**src/rtl/gtimer_pkg.sv**
```systemverilog
// Constants shared by the gated sixteen bit timer
package gtimer_pkg;
    localparam int APB_AW = 8;
    // Register byte addresses
    localparam logic [7:0] ADDR_CTRL = 8'h00;
    localparam logic [7:0] ADDR_CNT_LO = 8'h04;
    localparam logic [7:0] ADDR_CNT_HI = 8'h08;
    localparam logic [7:0] ADDR_FLAGS = 8'h0c;
    localparam logic [7:0] ADDR_IEN = 8'h10;
    localparam logic [7:0] ADDR_CC_LO = 8'h14;
    localparam logic [7:0] ADDR_CC_HI = 8'h18;
    localparam logic [7:0] ADDR_GSEL = 8'h1c;
    localparam logic [7:0] ADDR_PORT = 8'h20;
    // Control register fields
    localparam int CTRL_ON = 0;
    localparam int CTRL_CS = 1;
    localparam int CTRL_NSYNC = 2;
    localparam int CTRL_OSC = 3;
    localparam int CTRL_PS_LO = 4;
    localparam int CTRL_GE = 6;
    localparam int CTRL_GINV = 7;
    localparam logic [7:0] CTRL_RST = 8'h00;
    // Enable register fields
    localparam int IEN_OVF = 0;
    localparam int IEN_PERI = 1;
    localparam int IEN_GLOB = 2;
    // Flag register fields
    localparam int FLG_OVF = 0;
    localparam int FLG_CMP = 1;
    // Capture/compare mode field
    localparam logic [1:0] CC_OFF = 2'h0;
    localparam logic [1:0] CC_CAPTURE = 2'h1;
    localparam logic [1:0] CC_COMPARE = 2'h2;
    localparam logic [1:0] CC_SPECIAL = 2'h3;
    localparam logic [15:0] CNT_MAX = 16'hffff;
    localparam logic [31:0] ISR_VECTOR = 32'h00000004;
    localparam logic [7:0] PORT_RST = 8'h00;
    // Port latch fields and capture/compare mode field position
    localparam int PORT_DAT = 0;
    localparam int PORT_DIR = 4;
    localparam int CC_MODE_LO = 8;
    // Instruction clock: last phase of four system cycles
    localparam logic [1:0] ICLK_LAST = 2'h3;
endpackage : gtimer_pkg

```
**src/rtl/gated_sixteen_bit_timer.sv**
```systemverilog
// Gated sixteen bit timer with prescaler, gate and APB registers
// Overview of operation
// - Sixteen bit counter, byte writes update immediately
// - Source select: instruction clock or external pin
// - Counter mode counts external rising edges
// - Falling edge needed before first counted rise
// - Prescaler divides by 1, 2, 4, 8
// - Prescaler hidden; cleared on count byte write
// - Oscillator enable starts crystal, runs in sleep
// - Oscillator on forces pins input, data reads 0
// - Sync disable counts unsynchronized, also during sleep
// - Sync mode switch may lose or add one
// - Byte reads return valid value when async
// - Gate source: gate pin or comparator two
// - Gate ignored unless gate enable set
// - Gate invert flips polarity of either source
// - Rollover sets overflow flag
// - Interrupt needs overflow, peripheral, global enables
// - Sleep wake on overflow, vector when global
// - Time base for capture and compare match
// - Special trigger clears count, no overflow flag
// - Byte write beats same-cycle special trigger
// - Control bit layout, all reset zero
module gated_sixteen_bit_timer (
    input wire logic i_mclk,
    input wire logic i_nrst,
    input wire logic psel,
    input wire logic penable,
    input wire logic pwrite,
    input wire logic [gtimer_pkg::APB_AW-1:0] paddr,
    input wire logic [31:0] pwdata,
    output logic [31:0] prdata,
    output logic pready,
    output logic pslverr,
    input wire logic i_external_count_input,
    input wire logic i_crystal_osc_in_pin,
    input wire logic i_gate_pin,
    input wire logic i_synced_comparator_output,
    input wire logic i_capture_event,
    input wire logic i_sleep,
    output logic o_crystal_osc_out_pin,
    output logic o_crystal_osc_enable,
    output logic o_port_c_dir_bit0,
    output logic o_port_c_dir_bit1,
    output logic o_port_c_data_bit0,
    output logic o_port_c_data_bit1,
    output logic o_irq,
    output logic o_wake,
    output logic [31:0] o_vector,
    output logic o_special_event
);
    import gtimer_pkg::*;

    typedef enum logic [1:0] {
        ARM_WAIT_LOW = 2'b00,
        ARM_WAIT_RISE = 2'b01,
        ARM_READY = 2'b10
    } arm_t;

    logic [7:0] ctrl_ff;
    logic [15:0] count_ff;
    logic [2:0] presc_ff;
    logic [1:0] flags_ff;
    logic [2:0] ien_ff;
    logic [15:0] cc_ff;
    logic [1:0] cc_mode_ff;
    logic gate_sel_ff;
    logic [7:0] port_ff;
    logic ext_s1_ff;
    logic ext_s2_ff;
    logic ext_prev_ff;
    logic nsync_prev_ff;
    logic spurious_ff;
    arm_t arm_ff;
    logic [15:0] rd_hold_ff;

    logic wr_en;
    logic rd_en;
    logic wr_lo;
    logic wr_hi;
    logic cnt_wr;
    logic ext_level;
    logic ext_rise;
    logic src_tick;
    logic gate_raw;
    logic gate_ok;
    logic [2:0] presc_mask;
    logic presc_out;
    logic inc;
    logic ovf;
    logic match;
    logic special;
    logic counting_ok;
    logic ctrl_on;

    assign wr_en = psel && penable && pwrite;
    assign rd_en = psel && penable && !pwrite;
    assign pready = 1'b1;
    assign wr_lo = wr_en && (paddr == ADDR_CNT_LO);
    assign wr_hi = wr_en && (paddr == ADDR_CNT_HI);
    assign cnt_wr = wr_lo || wr_hi;
    assign ctrl_on = ctrl_ff[CTRL_ON];

    // Sleep stops the synchroniser path; async mode keeps counting
    assign counting_ok = ctrl_on && (!i_sleep || ctrl_ff[CTRL_NSYNC]);

    // External level: crystal pin when oscillator runs, else count pin
    always_ff @(posedge i_mclk or negedge i_nrst) begin
        if (!i_nrst) begin
            ext_s1_ff <= 1'b0;
            ext_s2_ff <= 1'b0;
        end else begin
            ext_s1_ff <= ctrl_ff[CTRL_OSC] ? i_crystal_osc_in_pin
                                           : i_external_count_input;
            ext_s2_ff <= ext_s1_ff;
        end
    end

    // Async mode samples the pin directly, one cycle earlier; the
    // different latency is why a mode change may skip or add one
    assign ext_level = ctrl_ff[CTRL_NSYNC] ? ext_s1_ff : ext_s2_ff;

    always_ff @(posedge i_mclk or negedge i_nrst) begin
        if (!i_nrst) begin
            ext_prev_ff <= 1'b0;
            nsync_prev_ff <= 1'b0;
            spurious_ff <= 1'b0;
        end else begin
            ext_prev_ff <= ext_level;
            nsync_prev_ff <= ctrl_ff[CTRL_NSYNC];
            spurious_ff <= nsync_prev_ff && !ctrl_ff[CTRL_NSYNC]
                && ext_level;
        end
    end

    assign ext_rise = ext_level && !ext_prev_ff;

    // Falling-edge arming before first counted rise
    always_ff @(posedge i_mclk or negedge i_nrst) begin
        if (!i_nrst) begin
            arm_ff <= ARM_WAIT_LOW;
        end else if (cnt_wr) begin
            arm_ff <= ARM_WAIT_LOW;
        end else if (!ctrl_on) begin
            if (ext_level) begin
                arm_ff <= ARM_WAIT_RISE;
            end
        end else begin
            case (arm_ff)
                ARM_WAIT_LOW: begin
                    if (ext_prev_ff && !ext_level) begin
                        arm_ff <= ARM_READY;
                    end
                end
                ARM_WAIT_RISE: begin
                    // High at disable: low now means a missed fall
                    arm_ff <= ext_level ? ARM_READY : ARM_WAIT_LOW;
                end
                default: arm_ff <= ARM_READY;
            endcase
        end
    end

    // Instruction clock tick every fourth system cycle
    logic [1:0] q_ff;
    always_ff @(posedge i_mclk or negedge i_nrst) begin
        if (!i_nrst) begin
            q_ff <= 2'h0;
        end else begin
            q_ff <= q_ff + 2'h1;
        end
    end

    always_comb begin
        if (ctrl_ff[CTRL_CS]) begin
            src_tick = ext_rise && (arm_ff == ARM_READY);
            if (spurious_ff) begin
                src_tick = 1'b1;
            end
        end else begin
            src_tick = (q_ff == ICLK_LAST) && !i_sleep;
        end
    end

    // Gate path
    assign gate_raw = gate_sel_ff ? i_synced_comparator_output
                                  : i_gate_pin;
    assign gate_ok = !ctrl_ff[CTRL_GE]
        || (gate_raw ^ ctrl_ff[CTRL_GINV]);

    // Prescaler: binary counter, masked all-ones compare selects division
    always_comb begin
        case (ctrl_ff[CTRL_PS_LO +: 2])
            2'h0: presc_mask = 3'h0;
            2'h1: presc_mask = 3'h1;
            2'h2: presc_mask = 3'h3;
            default: presc_mask = 3'h7;
        endcase
    end
    // Masked compare: a ratio change never stalls the divider
    assign presc_out = src_tick
        && ((presc_ff & presc_mask) == presc_mask);

    always_ff @(posedge i_mclk or negedge i_nrst) begin
        if (!i_nrst) begin
            presc_ff <= 3'h0;
        end else if (cnt_wr) begin
            presc_ff <= 3'h0;
        end else if (counting_ok && gate_ok && src_tick) begin
            presc_ff <= presc_out ? 3'h0 : presc_ff + 3'h1;
        end
    end

    assign inc = counting_ok && gate_ok && presc_out;
    assign ovf = inc && (count_ff == CNT_MAX);
    assign match = (cc_mode_ff[1]) && (count_ff == cc_ff);
    // Async counting never fires the special trigger
    assign special = match && (cc_mode_ff == CC_SPECIAL)
        && !ctrl_ff[CTRL_NSYNC];

    always_ff @(posedge i_mclk or negedge i_nrst) begin
        if (!i_nrst) begin
            count_ff <= 16'h0000;
        end else if (wr_lo) begin
            count_ff[7:0] <= pwdata[7:0];
        end else if (wr_hi) begin
            count_ff[15:8] <= pwdata[7:0];
        end else if (special) begin
            count_ff <= 16'h0000;
        end else if (inc) begin
            count_ff <= count_ff + 16'h0001;
        end
    end

    // Register reads see a system-clock snapshot, never a moving value
    always_ff @(posedge i_mclk or negedge i_nrst) begin
        if (!i_nrst) begin
            rd_hold_ff <= 16'h0000;
        end else begin
            rd_hold_ff <= count_ff;
        end
    end

    // Control register
    always_ff @(posedge i_mclk or negedge i_nrst) begin
        if (!i_nrst) begin
            ctrl_ff <= CTRL_RST;
        end else if (wr_en && paddr == ADDR_CTRL) begin
            ctrl_ff <= pwdata[7:0];
        end
    end

    always_ff @(posedge i_mclk or negedge i_nrst) begin
        if (!i_nrst) begin
            ien_ff <= 3'h0;
        end else if (wr_en && paddr == ADDR_IEN) begin
            ien_ff <= pwdata[2:0];
        end
    end

    // Mode bits ride above the high compare byte
    always_ff @(posedge i_mclk or negedge i_nrst) begin
        if (!i_nrst) begin
            cc_ff <= 16'h0000;
            cc_mode_ff <= CC_OFF;
        end else if (wr_en && paddr == ADDR_CC_LO) begin
            cc_ff[7:0] <= pwdata[7:0];
        end else if (wr_en && paddr == ADDR_CC_HI) begin
            cc_ff[15:8] <= pwdata[7:0];
            cc_mode_ff <= pwdata[CC_MODE_LO +: 2];
        end
    end

    always_ff @(posedge i_mclk or negedge i_nrst) begin
        if (!i_nrst) begin
            gate_sel_ff <= 1'b0;
        end else if (wr_en && paddr == ADDR_GSEL) begin
            gate_sel_ff <= pwdata[0];
        end
    end

    always_ff @(posedge i_mclk or negedge i_nrst) begin
        if (!i_nrst) begin
            port_ff <= PORT_RST;
        end else if (wr_en && paddr == ADDR_PORT) begin
            port_ff <= pwdata[7:0];
        end
    end

    // Capture copies the count into the capture pair
    logic [15:0] capt_ff;
    always_ff @(posedge i_mclk or negedge i_nrst) begin
        if (!i_nrst) begin
            capt_ff <= 16'h0000;
        end else if (i_capture_event && cc_mode_ff == CC_CAPTURE) begin
            capt_ff <= count_ff;
        end
    end

    // Flags: hardware set wins over software clear (write one to clear)
    always_ff @(posedge i_mclk or negedge i_nrst) begin
        if (!i_nrst) begin
            flags_ff <= 2'h0;
        end else begin
            for (int b = 0; b < 2; b++) begin
                if (wr_en && paddr == ADDR_FLAGS && pwdata[b]) begin
                    flags_ff[b] <= 1'b0;
                end
            end
            if (ovf) begin
                flags_ff[FLG_OVF] <= 1'b1;
            end
            if (match) begin
                flags_ff[FLG_CMP] <= 1'b1;
            end
        end
    end

    always_ff @(posedge i_mclk or negedge i_nrst) begin
        if (!i_nrst) begin
            o_irq <= 1'b0;
            o_wake <= 1'b0;
            o_vector <= 32'h00000000;
            o_special_event <= 1'b0;
        end else begin
            o_irq <= flags_ff[FLG_OVF] && (&ien_ff);
            o_wake <= flags_ff[FLG_OVF] && ctrl_on
                && ien_ff[IEN_OVF] && ien_ff[IEN_PERI];
            o_vector <= ien_ff[IEN_GLOB] ? ISR_VECTOR : 32'h00000000;
            o_special_event <= special;
        end
    end

    // Oscillator and pin override
    assign o_crystal_osc_enable = ctrl_ff[CTRL_OSC];
    assign o_crystal_osc_out_pin = ctrl_ff[CTRL_OSC]
        && !i_crystal_osc_in_pin;
    assign o_port_c_dir_bit0 = ctrl_ff[CTRL_OSC] | port_ff[PORT_DIR];
    assign o_port_c_dir_bit1 = ctrl_ff[CTRL_OSC] | port_ff[PORT_DIR + 1];
    assign o_port_c_data_bit0 = !ctrl_ff[CTRL_OSC] & port_ff[PORT_DAT];
    assign o_port_c_data_bit1 = !ctrl_ff[CTRL_OSC] & port_ff[PORT_DAT + 1];

    // Read mux
    always_comb begin
        prdata = 32'h00000000;
        pslverr = 1'b0;
        if (rd_en) begin
            if (paddr == ADDR_CTRL) begin
                prdata = {24'h0, ctrl_ff};
            end else if (paddr == ADDR_CNT_LO) begin
                prdata = {24'h0, rd_hold_ff[7:0]};
            end else if (paddr == ADDR_CNT_HI) begin
                prdata = {24'h0, rd_hold_ff[15:8]};
            end else if (paddr == ADDR_FLAGS) begin
                prdata = {30'h0, flags_ff};
            end else if (paddr == ADDR_IEN) begin
                prdata = {29'h0, ien_ff};
            end else if (paddr == ADDR_CC_LO) begin
                prdata = {24'h0, cc_mode_ff == CC_CAPTURE ? capt_ff[7:0]
                                                          : cc_ff[7:0]};
            end else if (paddr == ADDR_CC_HI) begin
                prdata = {22'h0, cc_mode_ff, cc_mode_ff == CC_CAPTURE
                    ? capt_ff[15:8] : cc_ff[15:8]};
            end else if (paddr == ADDR_GSEL) begin
                prdata = {31'h0, gate_sel_ff};
            end else if (paddr == ADDR_PORT) begin
                prdata = {24'h0, 2'h0, o_port_c_dir_bit1, o_port_c_dir_bit0,
                    port_ff[3:2], o_port_c_data_bit1,
                    o_port_c_data_bit0};
            end else begin
                pslverr = 1'b1;
            end
        end
    end
endmodule // gated_sixteen_bit_timer

```
**config.mk**
```make
export PLATFORM = sky130hd
export DESIGN_NAME = gated_sixteen_bit_timer
export DESIGN_NICKNAME = d
export VERILOG_FILES = /design/src/rtl/gtimer_pkg.sv /design/src/rtl/gated_sixteen_bit_timer.sv
export SDC_FILE = /design/constraint.sdc
export NUM_CORES = 1
export LEC_CHECK = 0
export ABC_AREA = 1
export BUFFER_PORTS_ARGS = -buffer_cell sky130_fd_sc_hd__buf_2
export CAP_MARGIN = 20
export CORE_MARGIN = 2
export CORE_UTILIZATION = 57
export CTS_BUF_LIST = sky130_fd_sc_hd__clkbuf_4 sky130_fd_sc_hd__clkbuf_8
export DETAILED_ROUTE_END_ITERATION = 10
export PLACE_DENSITY = 0.87
export RECOVER_POWER = 100
export SLEW_MARGIN = 20
export SYNTH_ARGS = -nofsm -noshare
export SYNTH_HDL_FRONTEND = slang
export SYNTH_SLANG_ARGS = --single-unit
```
**constraint.sdc**
```tcl
create_clock -name i_mclk -period 1.9 [get_ports i_mclk]
set_input_delay 0 -clock i_mclk [delete_from_list [all_inputs] [get_ports i_mclk]]
set_output_delay 0 -clock i_mclk [all_outputs]
set_load 0.005 [all_outputs]
```
==> impl_metrics.toml <==
[outcome]
status = "finished with violations"
failed_checks = "negative setup slack"

[floorplan]
row_count = 37
initial_utilization = 0.589
die_y_um = 107
io_pins = 126
fp.dieArea_mm2 = 0.0115
die_w_um = 107
core-area_mm2 = 0.0103

[run]
cap_violations = 0

[route]
postRouteAntennaNets = 0
wl_um = 17400
drtPass1Iterations = 7
vias = 5635
drt-initial-drc-count = 534
wl_per_cell_um = 16.5
drc = 0
avgViaCountPerCell = 5.36

[timing]
finalMaxSlewViolations = 0
tightestPinTransition_ns = 0.771
final_hold_viol_count = 0
max_clock_freq_ghz = 0.482
timing.final.ws_setup_ns = -0.174
finClkSkew_ns = 0.0128
finalSetupViolCount = 5
grt_setup_unrepaired = "yes"
relSlewSlack = 0.486
min_period_over_period = 1.09
finalCriticalPeriod_ns = 2.07

[clock_tree]
cts.sinks = 102
cts_tree = "done"
clk_latency_ns = 0.38
htreeDepth = 3
clk_pin_slew_worst_paths_ns = 0.12
clockRootBuffer = "clkbuf_8"
numCtsBuffers = 9
clock_path_buffers = 2

[power_and_ir_drop]
p_leak_uw = 0.00367
power_density_mw_per_mm2 = 700
peakVddDrop_v = 0.000535

[setup_path]
worst-setup-path-type = "reg -> out"
start_kind = "flip-flop"
crit_chain = "inv_2 > nand2_4 > buf_8 > mux2i_2 > o21ai_0 > o21ai_1 > a21oi_1 > buf_2"
crit_cells = 8
cp_slowest_cell = "dfrtp_1"
critPathTopFamily = "compound AO/OA/AOI/OAI gates"
slowest_delay_ns = 0.39
worstSetupEndpointType = "output port"
r2r_cells = 10
worstReg2RegStart = "count_ff[5]"
cp.buffers_inverters = 3
required_ns = 1.90
crit_fanout = 6
setup.worst_path.start = "cc_mode_ff[1]"
worstPathArrival_ns = 2.07

[yosys]
ys_async_sr_fraction = 1.00
synth_edf_count = 0
syn_inst = 817
synth-seq-cells = 102
avgSynthCellArea_um2 = 7.44
ys_types = 47
ys.flop_type = "dfrtp_1"
synth_area_mm2 = 0.00608
ys_seq_area_frac = 0.420
yosysWarnings = 0

[layout]
antennaDiodeCount = 0
multiInputGateArea_mm2 = 0.00303
fillCellCount = 924
final_cell_area_mm2 = 0.00697
drive_above_1_share = 0.173
area_growth_pct = 14.6
nets = 964
final_core_util = 0.675
seqCellArea_mm2 = 0.00255
layout.cells.non_filler = 1051

[min_path]
whs_path_depth = 3
hold_path.class = "in -> reg"
min_from = "pwdata[6]"

[grt]
overflow = 0
grt_max_degree = 51
grt_pass1_vias = 5129
track_usage = 0.308
grt_pass1_wl_um = 26700
grt_antenna_before_repair = 0

[placement]
place_ws_ns = 0.0691
placedCellCount = 1020
dpl_cell_area_mm2 = 0.00650
dp_hpwl_um = 12900
gp_congestion = 1.02
io_buffers = 49
==> cell type report <==
class / count / area share
timing repair buffer: 104 / 0.0934
clock inverter: 7 / 0.0131
inverter: 91 / 0.0501
sequential: 102 / 0.366
tap: 136 / 0.0244
multi-input combinational: 602 / 0.435
clock buffer: 9 / 0.0178
==> flip-flops by register name, indices dropped and copies added (netlist names) <==
signal / flops
o_special_event: 1
capt_ff: 16
spurious_ff: 1
o_irq: 1
gate_sel_ff: 1
arm_ff: 2
ext_prev_ff: 1
ext_s2_ff: 1
q_ff: 2
rd_hold_ff: 16
cc_ff: 16
flags_ff: 2
o_vector: 1
ien_ff: 3
presc_ff: 3
count_ff: 16
cc_mode_ff: 2
port_ff: 6
ext_s1_ff: 1
o_wake: 1
ctrl_ff: 8
nsync_prev_ff: 1
==> cell usage in the layout, fill, tap and decap left out, drive strengths merged, types with 2 or more instances in the layout <==
cell,count
inv,92
ha,3
o221ai,6
nand2,240
and2,3
dfrtp,102
nor2,74
o21ai,87
nand3,38
a21oi,28
clkbuf,31
o211ai,6
conb,54
nand4,12
clkinv,6
or2,6
xnor2,8
dlygate4sd3,12
a31oi,2
buf,70
xor2,11
nor3,15
==> report_power, final <==
group,internal (µW),switching (µW),total [µW]
Combinational,371,744,1110
Clock,534,898,1430
Sequential,2250,81.4,2330
==> cells by family (layout without fill, tap and decap cells) <==
kind of cell / count (synthesis) / count (layout) / share of synthesized area
other: 2 / 54 / 0.00124
DFF: 102 / 102 / 0.420
xor gates and xnor gates: 19 / 19 / 0.0274
muxes: 2 / 2 / 0.00350
buffers and inverters: 165 / 211 / 0.140
AOI/OAI and AO/OA: 132 / 132 / 0.119
adders and majority gates: 3 / 3 / 0.00617
and+or+nand+nor: 392 / 392 / 0.283
==> through the flow <==
step | total power, µW | hold slack (ns) | TNS [ns]
final | 4880 | 0.0414 | -0.323
after global routing | 5100 | 0.0625 | -1.83
after CTS | 4800 | 0.0201 | -0.0971
after detailed placement | 3360 | -0.0418 | 0
after global placement | 3350 | -0.0382 | 0
after floorplan | 3070 | -0.296 | 0
==> layer usage <==
layer	track usage	vias up	wire, µm
met5	0	-	0
met4	0.129	0	765
met3	0.0696	59	1500
met2	0.472	307	7870
met1	0.421	2581	7220
li1	-	2688	-
==> worst min-delay path, delay by kind of cell <==
family                 cells  cell delay [ns]
AOI/OAI and AO/OA          1             0.19
buffers and inverters      2             0.19
==> worst paths after layout <==
kind                                      to  slack, ns
worst max-delay path               prdata[2]      -0.17
worst min-delay path              ctrl_ff[6]       0.04
worst max register to register  count_ff[15]       0.03
worst min register to register     ext_s2_ff       0.40
max in group asynchronous           cc_ff[0]       0.45
min in group asynchronous         port_ff[0]       0.24
==> repair_timing <==
item,4_1_cts,5_1_grt
gates cloned,1,0
hold endpoints to repair,108,0
hold buffers,12,0
endpoints found under the setup margin,8,25
setup buffers,1,1
pin swaps,11,18
gates resized for setup,29,41
==> Yosys cell counts, drive strengths merged, types with 11 or more instances <==
cell type | number | area share
nand3 | 38 | 0.034
xor2 | 11 | 0.016
a21oi | 28 | 0.024
nand4 | 12 | 0.013
clkbuf | 11 | 0.0074
nor2 | 74 | 0.052
nor3 | 15 | 0.015
dfrtp | 102 | 0.42
o21ai | 87 | 0.072
buf | 63 | 0.076
nand2 | 240 | 0.16
inv | 91 | 0.057
Note: power is estimated with default switching activity, not from simulation.
